## src/tec_defs.svh

```systemverilog
// register map, field positions and timing constants of the entropy collector
`ifndef TEC_DEFS_SVH
`define TEC_DEFS_SVH
`define TEC_OFF_WORD0 12'h000
`define TEC_OFF_WORD1 12'h004
`define TEC_OFF_WORD2 12'h008
`define TEC_OFF_WORD3 12'h00c
`define TEC_OFF_STATUS 12'h010
`define TEC_OFF_MASK 12'h014
`define TEC_OFF_CONFIG 12'h018
`define TEC_OFF_CONTROL 12'h01c
`define TEC_OFF_EVT_STAT 12'h020
`define TEC_OFF_EVT_EN 12'h024
`define TEC_OFF_EVT_CLR 12'h028
`define TEC_OFF_ID4 12'hfd0
`define TEC_OFF_ID0 12'hfe0
`define TEC_OFF_ID1 12'hfe4
`define TEC_OFF_ID2 12'hfe8
`define TEC_OFF_ID3 12'hfec
`define TEC_OFF_CID0 12'hff0
`define TEC_OFF_CID1 12'hff4
`define TEC_OFF_CID2 12'hff8
`define TEC_OFF_CID3 12'hffc
`define TEC_CID0_VAL 32'h0000000d
`define TEC_CID1_VAL 32'h000000f0
`define TEC_CID2_VAL 32'h00000005
`define TEC_CID3_VAL 32'h000000b1
`define TEC_BIT_READY 0
`define TEC_BIT_START 0
`define TEC_BIT_ABORT 1
`define TEC_EVT_READY 0
`define TEC_EVT_ABORT 1
`define TEC_RESP_OKAY 2'b00
`define TEC_RESP_SLVERR 2'b10
// last capture count: 128 kept bits plus two that flush the synchroniser
`define TEC_CAP_LAST 8'h81
`endif

```

## src/tec_pkg.sv

```systemverilog
// types shared by the entropy collector files
package tec_pkg;
    // run sequencer states, gray coded along idle-pulse-capture-done
    typedef enum logic [1:0] {
        TEC_IDLE = 2'b00,
        TEC_PULSE = 2'b01,
        TEC_CAPTURE = 2'b11,
        TEC_DONE = 2'b10
    } tec_state_t;
    // one register write decoded for the core
    typedef struct packed {
        logic start;
        logic abort;
        logic ack;
        logic cfg_we;
        logic [31:0] cfg_data;
    } tec_cmd_t;
endpackage

```

## src/tec_sequencer.sv

```systemverilog
// run sequencer: enable pulse timing and 128-bit capture
`timescale 1ns/100ps
`include "tec_defs.svh"
module tec_sequencer
    import tec_pkg::*;
#(
    parameter int WORDS = 4
) (
    // clock and reset
    input wire logic clk,
    input wire logic resetn,
    // commands
    input wire tec_cmd_t cmd,
    // entropy source, already synchronised
    input wire logic src_bit,
    // results
    output logic src_enable,
    output logic busy,
    output logic ready,
    output logic done_pulse,
    output logic [WORDS*32-1:0] result,
    output logic [31:0] cfg_value
);
    tec_state_t state_r, state_nxt;
    logic [31:0] cnt_r;
    logic [31:0] cfg_r;
    logic [7:0] cap_r;
    logic [WORDS*32-1:0] shift_r;
    logic en_r;
    logic rdy_r;
    logic done_r;
    logic [WORDS*32-1:0] res_r;

    // pulse end: count of zero or one both give one cycle
    wire pulse_last = (cnt_r <= 32'h00000001);
    // two extra shifts push out bits that crossed the synchroniser before the source saw the enable
    wire cap_last = (cap_r == `TEC_CAP_LAST);
    wire kill = cmd.abort;

    // next state
    always_comb begin
        state_nxt = state_r;
        unique case (state_r)
            TEC_IDLE: if (cmd.start) state_nxt = TEC_PULSE;
            TEC_PULSE: if (pulse_last) state_nxt = TEC_CAPTURE;
            TEC_CAPTURE: if (cap_last) state_nxt = TEC_DONE;
            TEC_DONE: state_nxt = TEC_IDLE;
        endcase
        if (kill) state_nxt = TEC_IDLE;
    end

    // state and counters
    always_ff @(posedge clk) begin
        if (!resetn) begin
            state_r <= TEC_IDLE;
            cnt_r <= 32'h0;
            cap_r <= 8'h00;
            en_r <= 1'b0;
            shift_r <= '0;
        end else begin
            state_r <= state_nxt;
            en_r <= (state_nxt == TEC_PULSE);
            if (state_r == TEC_IDLE) cnt_r <= cfg_r;
            else if (state_r == TEC_PULSE) cnt_r <= cnt_r - 32'h1;
            cap_r <= (state_r == TEC_CAPTURE) ? cap_r + 8'h01 : 8'h00;
            if (state_r == TEC_CAPTURE) shift_r <= {shift_r[WORDS*32-2:0], src_bit};
        end
    end

    // sample count held here, written only while the enable pulse is not running
    always_ff @(posedge clk) begin
        if (!resetn) cfg_r <= 32'h0;
        else if (cmd.cfg_we && state_r != TEC_PULSE && !cmd.start) cfg_r <= cmd.cfg_data;
    end

    // result and ready: capture lands in the same cycle that ready rises; a fresh result wins over an ack
    always_ff @(posedge clk) begin
        if (!resetn) begin
            res_r <= '0;
            rdy_r <= 1'b0;
            done_r <= 1'b0;
        end else begin
            done_r <= (state_r == TEC_CAPTURE) && cap_last && !kill;
            if (kill) begin
                res_r <= '0;
                rdy_r <= 1'b0;
            end else if (state_r == TEC_DONE) begin
                res_r <= shift_r;
                rdy_r <= 1'b1;
            end else if (cmd.ack) begin
                res_r <= '0;
                rdy_r <= 1'b0;
            end
        end
    end

    assign src_enable = en_r;
    assign busy = (state_r != TEC_IDLE);
    assign ready = rdy_r;
    assign done_pulse = done_r;
    assign result = res_r;
    assign cfg_value = cfg_r;
endmodule

```

## src/tec_top.sv

```systemverilog
// trusted entropy collector with AXI4-Lite register slave
`timescale 1ns/100ps
`include "tec_defs.svh"
module tec_top
    import tec_pkg::*;
#(
    parameter logic [31:0] ID4_VAL = 32'h00000011, // arbitrary identity value
    parameter logic [31:0] ID0_VAL = 32'h00000022, // arbitrary identity value
    parameter logic [31:0] ID1_VAL = 32'h00000033, // arbitrary identity value
    parameter logic [31:0] ID2_VAL = 32'h00000044, // arbitrary identity value
    parameter logic [31:0] ID3_VAL = 32'h00000000
) (
    // clock and reset
    input wire logic clk,
    input wire logic resetn,
    // axi4-lite write address
    input wire logic [11:0] s_axi_awaddr,
    input wire logic s_axi_awvalid,
    output logic s_axi_awready,
    // axi4-lite write data
    input wire logic [31:0] s_axi_wdata,
    input wire logic [3:0] s_axi_wstrb,
    input wire logic s_axi_wvalid,
    output logic s_axi_wready,
    // axi4-lite write response
    output logic [1:0] s_axi_bresp,
    output logic s_axi_bvalid,
    input wire logic s_axi_bready,
    // axi4-lite read address
    input wire logic [11:0] s_axi_araddr,
    input wire logic s_axi_arvalid,
    output logic s_axi_arready,
    // axi4-lite read data
    output logic [31:0] s_axi_rdata,
    output logic [1:0] s_axi_rresp,
    output logic s_axi_rvalid,
    input wire logic s_axi_rready,
    // entropy source
    input wire logic src_bit_pin,
    output logic src_enable,
    // interrupt
    output logic irq
);
    ////////////////////////////////////////////////////////////////////////////////
    // declarations
    logic aw_held_r, w_held_r;
    logic [11:0] aw_addr_r;
    logic [31:0] w_data_r;
    logic [3:0] w_strb_r;
    logic bvalid_r, rvalid_r;
    logic [1:0] bresp_r, rresp_r;
    logic [31:0] rdata_r;
    logic [31:0] rd_val;
    logic rd_hit;
    logic mask_r;
    logic [1:0] evt_stat_r, evt_en_r;
    logic irq_r;
    logic [31:0] cfg_value;
    logic sync1_r, sync2_r;
    logic busy, ready, done_pulse, seq_enable;
    logic [127:0] result;
    tec_cmd_t cmd;

    // register index match on a byte address
    function automatic logic hit(input logic [11:0] a, input logic [11:0] off);
        hit = (a[11:2] == off[11:2]);
    endfunction

    ////////////////////////////////////////////////////////////////////////////////
    // source bit crosses in through two flops
    always_ff @(posedge clk) begin
        if (!resetn) begin
            sync1_r <= 1'b0;
            sync2_r <= 1'b0;
        end else begin
            sync1_r <= src_bit_pin;
            sync2_r <= sync1_r;
        end
    end

    ////////////////////////////////////////////////////////////////////////////////
    // write channels: address and data taken in either order
    wire wr_go = aw_held_r && w_held_r && !bvalid_r;
    wire full_low = w_strb_r[0];
    wire wr_status = wr_go && hit(aw_addr_r, `TEC_OFF_STATUS);
    wire wr_mask = wr_go && hit(aw_addr_r, `TEC_OFF_MASK);
    wire wr_config = wr_go && hit(aw_addr_r, `TEC_OFF_CONFIG);
    wire wr_control = wr_go && hit(aw_addr_r, `TEC_OFF_CONTROL);
    wire wr_evt_en = wr_go && hit(aw_addr_r, `TEC_OFF_EVT_EN);
    wire wr_evt_clr = wr_go && hit(aw_addr_r, `TEC_OFF_EVT_CLR);
    wire wr_known = wr_status | wr_mask | wr_config | wr_control | wr_evt_en | wr_evt_clr;

    // decoded commands; reserved control bits are dropped
    assign cmd.start = wr_control && full_low && w_data_r[`TEC_BIT_START] && !busy;
    assign cmd.abort = wr_control && full_low && w_data_r[`TEC_BIT_ABORT];
    assign cmd.ack = wr_status && full_low && w_data_r[`TEC_BIT_READY];
    assign cmd.cfg_we = wr_config && (&w_strb_r) && !seq_enable;
    assign cmd.cfg_data = w_data_r;

    always_ff @(posedge clk) begin
        if (!resetn) begin
            aw_held_r <= 1'b0;
            w_held_r <= 1'b0;
            aw_addr_r <= 12'h000;
            w_data_r <= 32'h0;
            w_strb_r <= 4'h0;
            bvalid_r <= 1'b0;
            bresp_r <= `TEC_RESP_OKAY;
        end else begin
            if (s_axi_awvalid && s_axi_awready) begin
                aw_held_r <= 1'b1;
                aw_addr_r <= s_axi_awaddr;
            end
            if (s_axi_wvalid && s_axi_wready) begin
                w_held_r <= 1'b1;
                w_data_r <= s_axi_wdata;
                w_strb_r <= s_axi_wstrb;
            end
            if (wr_go) begin
                aw_held_r <= 1'b0;
                w_held_r <= 1'b0;
                bvalid_r <= 1'b1;
                bresp_r <= wr_known ? `TEC_RESP_OKAY : `TEC_RESP_SLVERR;
            end else if (bvalid_r && s_axi_bready) begin
                bvalid_r <= 1'b0;
            end
        end
    end

    assign s_axi_awready = !aw_held_r && !bvalid_r;
    assign s_axi_wready = !w_held_r && !bvalid_r;
    assign s_axi_bvalid = bvalid_r;
    assign s_axi_bresp = bresp_r;

    ////////////////////////////////////////////////////////////////////////////////
    // read channel: one-cycle decode into a held answer
    always_comb begin
        rd_val = 32'h0;
        rd_hit = 1'b1;
        if (hit(s_axi_araddr, `TEC_OFF_WORD0)) rd_val = result[31:0];
        else if (hit(s_axi_araddr, `TEC_OFF_WORD1)) rd_val = result[63:32];
        else if (hit(s_axi_araddr, `TEC_OFF_WORD2)) rd_val = result[95:64];
        else if (hit(s_axi_araddr, `TEC_OFF_WORD3)) rd_val = result[127:96];
        else if (hit(s_axi_araddr, `TEC_OFF_STATUS)) rd_val = {31'h0, ready};
        else if (hit(s_axi_araddr, `TEC_OFF_MASK)) rd_val = {31'h0, mask_r};
        else if (hit(s_axi_araddr, `TEC_OFF_CONFIG)) rd_val = cfg_value;
        else if (hit(s_axi_araddr, `TEC_OFF_CONTROL)) rd_val = 32'h0;
        else if (hit(s_axi_araddr, `TEC_OFF_EVT_STAT)) rd_val = {30'h0, evt_stat_r};
        else if (hit(s_axi_araddr, `TEC_OFF_EVT_EN)) rd_val = {30'h0, evt_en_r};
        else if (hit(s_axi_araddr, `TEC_OFF_EVT_CLR)) rd_val = 32'h0;
        else if (hit(s_axi_araddr, `TEC_OFF_ID4)) rd_val = ID4_VAL;
        else if (hit(s_axi_araddr, `TEC_OFF_ID0)) rd_val = ID0_VAL;
        else if (hit(s_axi_araddr, `TEC_OFF_ID1)) rd_val = ID1_VAL;
        else if (hit(s_axi_araddr, `TEC_OFF_ID2)) rd_val = ID2_VAL;
        else if (hit(s_axi_araddr, `TEC_OFF_ID3)) rd_val = ID3_VAL;
        else if (hit(s_axi_araddr, `TEC_OFF_CID0)) rd_val = `TEC_CID0_VAL;
        else if (hit(s_axi_araddr, `TEC_OFF_CID1)) rd_val = `TEC_CID1_VAL;
        else if (hit(s_axi_araddr, `TEC_OFF_CID2)) rd_val = `TEC_CID2_VAL;
        else if (hit(s_axi_araddr, `TEC_OFF_CID3)) rd_val = `TEC_CID3_VAL;
        else rd_hit = 1'b0;
    end

    always_ff @(posedge clk) begin
        if (!resetn) begin
            rvalid_r <= 1'b0;
            rdata_r <= 32'h0;
            rresp_r <= `TEC_RESP_OKAY;
        end else if (s_axi_arvalid && s_axi_arready) begin
            rvalid_r <= 1'b1;
            rdata_r <= rd_val;
            rresp_r <= rd_hit ? `TEC_RESP_OKAY : `TEC_RESP_SLVERR;
        end else if (rvalid_r && s_axi_rready) begin
            rvalid_r <= 1'b0;
        end
    end

    assign s_axi_arready = !rvalid_r;
    assign s_axi_rvalid = rvalid_r;
    assign s_axi_rdata = rdata_r;
    assign s_axi_rresp = rresp_r;

    ////////////////////////////////////////////////////////////////////////////////
    // mask, event status and enable; a new event wins over its clear
    wire [1:0] evt_set = {cmd.abort, done_pulse};
    wire [1:0] evt_clr = wr_evt_clr ? w_data_r[1:0] : 2'b00;

    always_ff @(posedge clk) begin
        if (!resetn) begin
            mask_r <= 1'b0;
            evt_stat_r <= 2'b00;
            evt_en_r <= 2'b00;
        end else begin
            if (wr_mask && full_low) mask_r <= w_data_r[0];
            if (wr_evt_en && full_low) evt_en_r <= w_data_r[1:0];
            evt_stat_r <= (evt_stat_r & ~evt_clr) | evt_set;
        end
    end

    // interrupt: ready under its mask, or any enabled event
    always_ff @(posedge clk) begin
        if (!resetn) begin
            irq_r <= 1'b0;
        end else begin
            irq_r <= (mask_r && ready) || (|(evt_stat_r & evt_en_r));
        end
    end

    assign irq = irq_r;
    assign src_enable = seq_enable;

    ////////////////////////////////////////////////////////////////////////////////
    // run sequencer
    tec_sequencer #(
        .WORDS(4)
    ) u_seq (
        .clk(clk),
        .resetn(resetn),
        .cmd(cmd),
        .src_bit(sync2_r),
        .src_enable(seq_enable),
        .busy(busy),
        .ready(ready),
        .done_pulse(done_pulse),
        .result(result),
        .cfg_value(cfg_value)
    );
endmodule

```

## config.mk

```make
export PLATFORM = sky130hd
export DESIGN_NAME = tec_top
export DESIGN_NICKNAME = d
export VERILOG_FILES = /design/src/tec_pkg.sv /design/src/tec_sequencer.sv /design/src/tec_top.sv
export VERILOG_INCLUDE_DIRS = /design/src
export SDC_FILE = /design/constraint.sdc
export NUM_CORES = 1
export LEC_CHECK = 0
export ABC_AREA = 1
export BUFFER_PORTS_ARGS = -buffer_cell sky130_fd_sc_hd__buf_2
export CAP_MARGIN = 10
export CORE_MARGIN = 3
export CORE_UTILIZATION = 50
export DETAILED_ROUTE_END_ITERATION = 8
export PLACE_DENSITY = 0.76
export SETUP_SLACK_MARGIN = 0.5
export SLEW_MARGIN = 20
export SYNTH_ARGS = -nofsm -noshare
export SYNTH_HDL_FRONTEND = slang
export SYNTH_HIERARCHICAL = 1
export SYNTH_SLANG_ARGS = --single-unit
```

## constraint.sdc

```tcl
create_clock -name clk -period 3 [get_ports clk]
set_input_delay 0.3 -clock clk [delete_from_list [all_inputs] [get_ports clk]]
set_output_delay 0.3 -clock clk [all_outputs]
set_load 0.1 [all_outputs]
```

==> metrics <==
Ports=111; Setup crit start kind=register; critical path cell sequence=inv_1 -> nor2_1 -> nand2_2 -> nor2_1 -> nand2_1 -> inv_1 -> nand2_1 -> nor4_1 -> buf_4 -> inv_4 -> buf_12 -> nand3_1 -> a21oi_2; critical path's top delay family=simple AND/OR/NAND/NOR gates; part of the power in registers=0.475; Post-DRT Antenna Nets=0; Die Width=196 um; Final WS setup=0.674 ns; largest net degree at the start of global routing=141; clock share of power=0.459; Avg Inst Size Synth=7.51 um2; Post-synth ARST share=0; Crit Path Class=register to register; RSZ-0062 raised after global routing=no; vias per inst=5.65; Bufs and invs on worst path=5; CP endpoint kind=register; WP data required=3.44 ns; row count=68; vias=16500; Setup Viol. Count Final=0; Final Hold Viols=0; Initial Util=0.515; CTS tree=built; first-pass GRT wire length=83300 um; post-detail-place hpwl=33600 um; Critical R2R Capture=u_seq/result[78]; hold_sp=s_axi_bready; CORE AREA=35100 um2; Hold Path Depth=4; worst-margin pin slew=0.941 ns; outcome=complete, no violations; GRT Resource Usage Total=0.264; FF+latch count, synth=425; Reg2Reg Depth=13; Layout Nets=2510; max-cap viol count=0; DR WL/cell=17.8 um; Post-synth EDFFs=0; chip height=196 um; CTS buffer count=44; Slew Viols, Final=0; initial antenna violation count=0; switching share of power=0.242; clk sinks=425; Setup TNS=0 ns; CP max FO=129; drt total wl=52000 um; Initial DRC Count=1625; Int Power=9.27 mW; clock-pin slew on the worst setup and hold paths=0.06 ns; combinational fraction of design power=0.066; Skew-Pair Late Insertion Delay=0.56 ns; sequential share of the synthesized area=0.471; ys flop type=dfxtp_1; Reg2Reg Setup Slack=0.67 ns; cell leakage power=7.82 nW; layout cells sized above 1=0.149; pre-CTS setup slack=-0.308 ns; die area=38400 um2; Core Util, Final=0.580; crit path time final=2.33 ns; gp weighted congestion=0.903; ant diodes=0; power per cell area=602 nW/um2; gr ovfl total=0; I/O Buffers=104; vias in the first global route=15900; synth warn=6; slew margin rel.=0.373; R2R Path Start=w_held_r; TritonRoute pass-1 iters=6; library cells used by synthesis=44; Area growth syn-to-layout=12.6%; root buf cell=clkbuf_16; Tightest Hold Check Type=primary input to register; Slowest-stage cell, CP=dfxtp_1; clock tree buffer depth=3; crit share post-route=0.775; Worst EP arrival=2.76 ns; Fmax=430 MHz; clock skew=0.0159 ns; Hold Crit Endpoint=s_axi_bvalid; VDD IR max=0.000553 V; CP peak stage delay=0.38 ns; # H-tree levels=2; # DRC=0; synthesized cell area=18100 um2; Switch Pwr=2.96 mW; cell count after synthesis=2405
## metal layers
layer	part of all wire	wire [um]	global-route usage
met5	0	0	0
met4	0.037	1910	0.108
met3	0.070	3650	0.0469
met2	0.47	24400	0.434
met1	0.42	22100	0.346
## power groups by stage
| stage | Sequential, mW | Clock (mW) | Combinational, mW |
|---|---|---|---|
| 2_1_floorplan | 6.14 | 0 | 0.385 |
| 3_3_place_gp | 5.93 | 0 | 0.790 |
| 3_5_place_dp | 5.94 | 0 | 0.800 |
| 4_1_cts | 5.81 | 5.69 | 0.811 |
| 5_1_grt | 5.82 | 5.91 | 0.875 |
| 6_report | 5.81 | 5.61 | 0.811 |
## registers in the layout, indices dropped and copies added, names as in the netlist, 2 cells and up
name,count
u_seq/result,128
u_seq/shift_r,128
s_axi_rdata,32
u_seq/cfg_value,32
u_seq/cnt_r,32
w_data_r,32
aw_addr_r,10
u_seq/cap_r,8
w_strb_r,4
evt_en_r,2
evt_stat_r,2
u_seq/state_r,2
## cells in the mapped netlist (5+ instances only)
cell | n | area share
a21oi_1 | 195 | 0.054
a21oi_2 | 101 | 0.049
a22oi_1 | 23 | 0.0096
a31oi_1 | 8 | 0.0028
buf_1 | 13 | 0.0027
buf_2 | 41 | 0.011
buf_4 | 22 | 0.0091
buf_6 | 17 | 0.011
clkbuf_1 | 69 | 0.014
dfxtp_1 | 425 | 0.47
inv_1 | 122 | 0.025
inv_2 | 13 | 0.0027
nand2_1 | 430 | 0.089
nand2_2 | 8 | 0.0028
nand3_1 | 222 | 0.062
nand4_1 | 17 | 0.0059
nor2_1 | 343 | 0.071
nor2_2 | 9 | 0.0031
nor2_4 | 7 | 0.0044
nor3_1 | 12 | 0.0033
nor4_1 | 5 | 0.0017
o211ai_1 | 8 | 0.0033
o21ai_0 | 251 | 0.070
## logic make-up (layout without fill, tap and decap cells)
kind of cell / after synthesis / in the layout / synth area share
adders and majority gates: 4 / 4 / 0.00277
buffers and inverters: 300 / 364 / 0.0768
and+or+nand+nor: 1070 / 1071 / 0.253
DFF: 425 / 425 / 0.471
other: 1 / 2 / 0.000208
xor gates and xnor gates: 7 / 7 / 0.00340
AOI/OAI and AO/OA: 598 / 598 / 0.193
## cell type report
type	instances	area [um2]
flip-flops and latches	425	8510
repair buffers	147	991
clock buffers	63	1290
fillers	3222	14700
inverters	138	557
multi-input cells	1682	8210
well taps	455	569
clock inverters	16	200
## worst min-delay path, stage by stage
cell     delay, ns
buf_2         0.08
inv_1         0.03
nand2_1       0.05
a21oi_1       0.06
## per-stage QoR
stage          cell area (um2)  total power [mW]  std cells  hold slack [ns]
6_report                 20300              12.2       2926           0.0104
5_1_grt                  20300              12.6       2926          0.00219
4_1_cts                  20300              12.3       2924          0.00129
3_5_place_dp             18700              6.74       2838            0.407
3_3_place_gp             18700              6.72       2838            0.405
2_1_floorplan            18100              6.52       2406            0.390
## worst max-delay path by stage
stage / start / to / slack [ns] / cells after the start
2_1_floorplan: s_axi_bvalid / u_seq/result[100] / 0.45 / 12
3_3_place_gp: w_held_r / u_seq/cfg_value[0] / -0.15 / 13
3_5_place_dp: w_held_r / u_seq/cfg_value[0] / -0.31 / 13
4_1_cts: w_held_r / u_seq/cfg_value[19] / 0.60 / 12
5_1_grt: w_held_r / u_seq/cfg_value[0] / 0.52 / 13
6_report: w_held_r / u_seq/result[78] / 0.67 / 13
## cells in the final DEF, fill, tap and decap left out, types with 10 or more instances in the layout
cell type	instances
clkbuf_16	45
inv_2	11
dfxtp_1	424
buf_4	27
nor2_1	341
buf_12	10
nand3_1	222
clkbuf_8	10
inv_1	119
nor3_1	11
a21oi_2	101
a22oi_1	23
nand4_1	17
o21ai_0	251
buf_2	103
nor2_2	10
a21oi_1	195
nand2_1	429
## what timing repair did
item | CTS | global route
resized for setup | 2 | 9
setup buffers | 1 | 2
hold endpoints to repair | 5 | 0
hold buffers | 5 | 0
pin swaps | 1 | 2
endpoints found under the setup margin | 32 | 45
gates cloned | 1 | 0
Note: power is estimated with default switching activity, not from simulation.
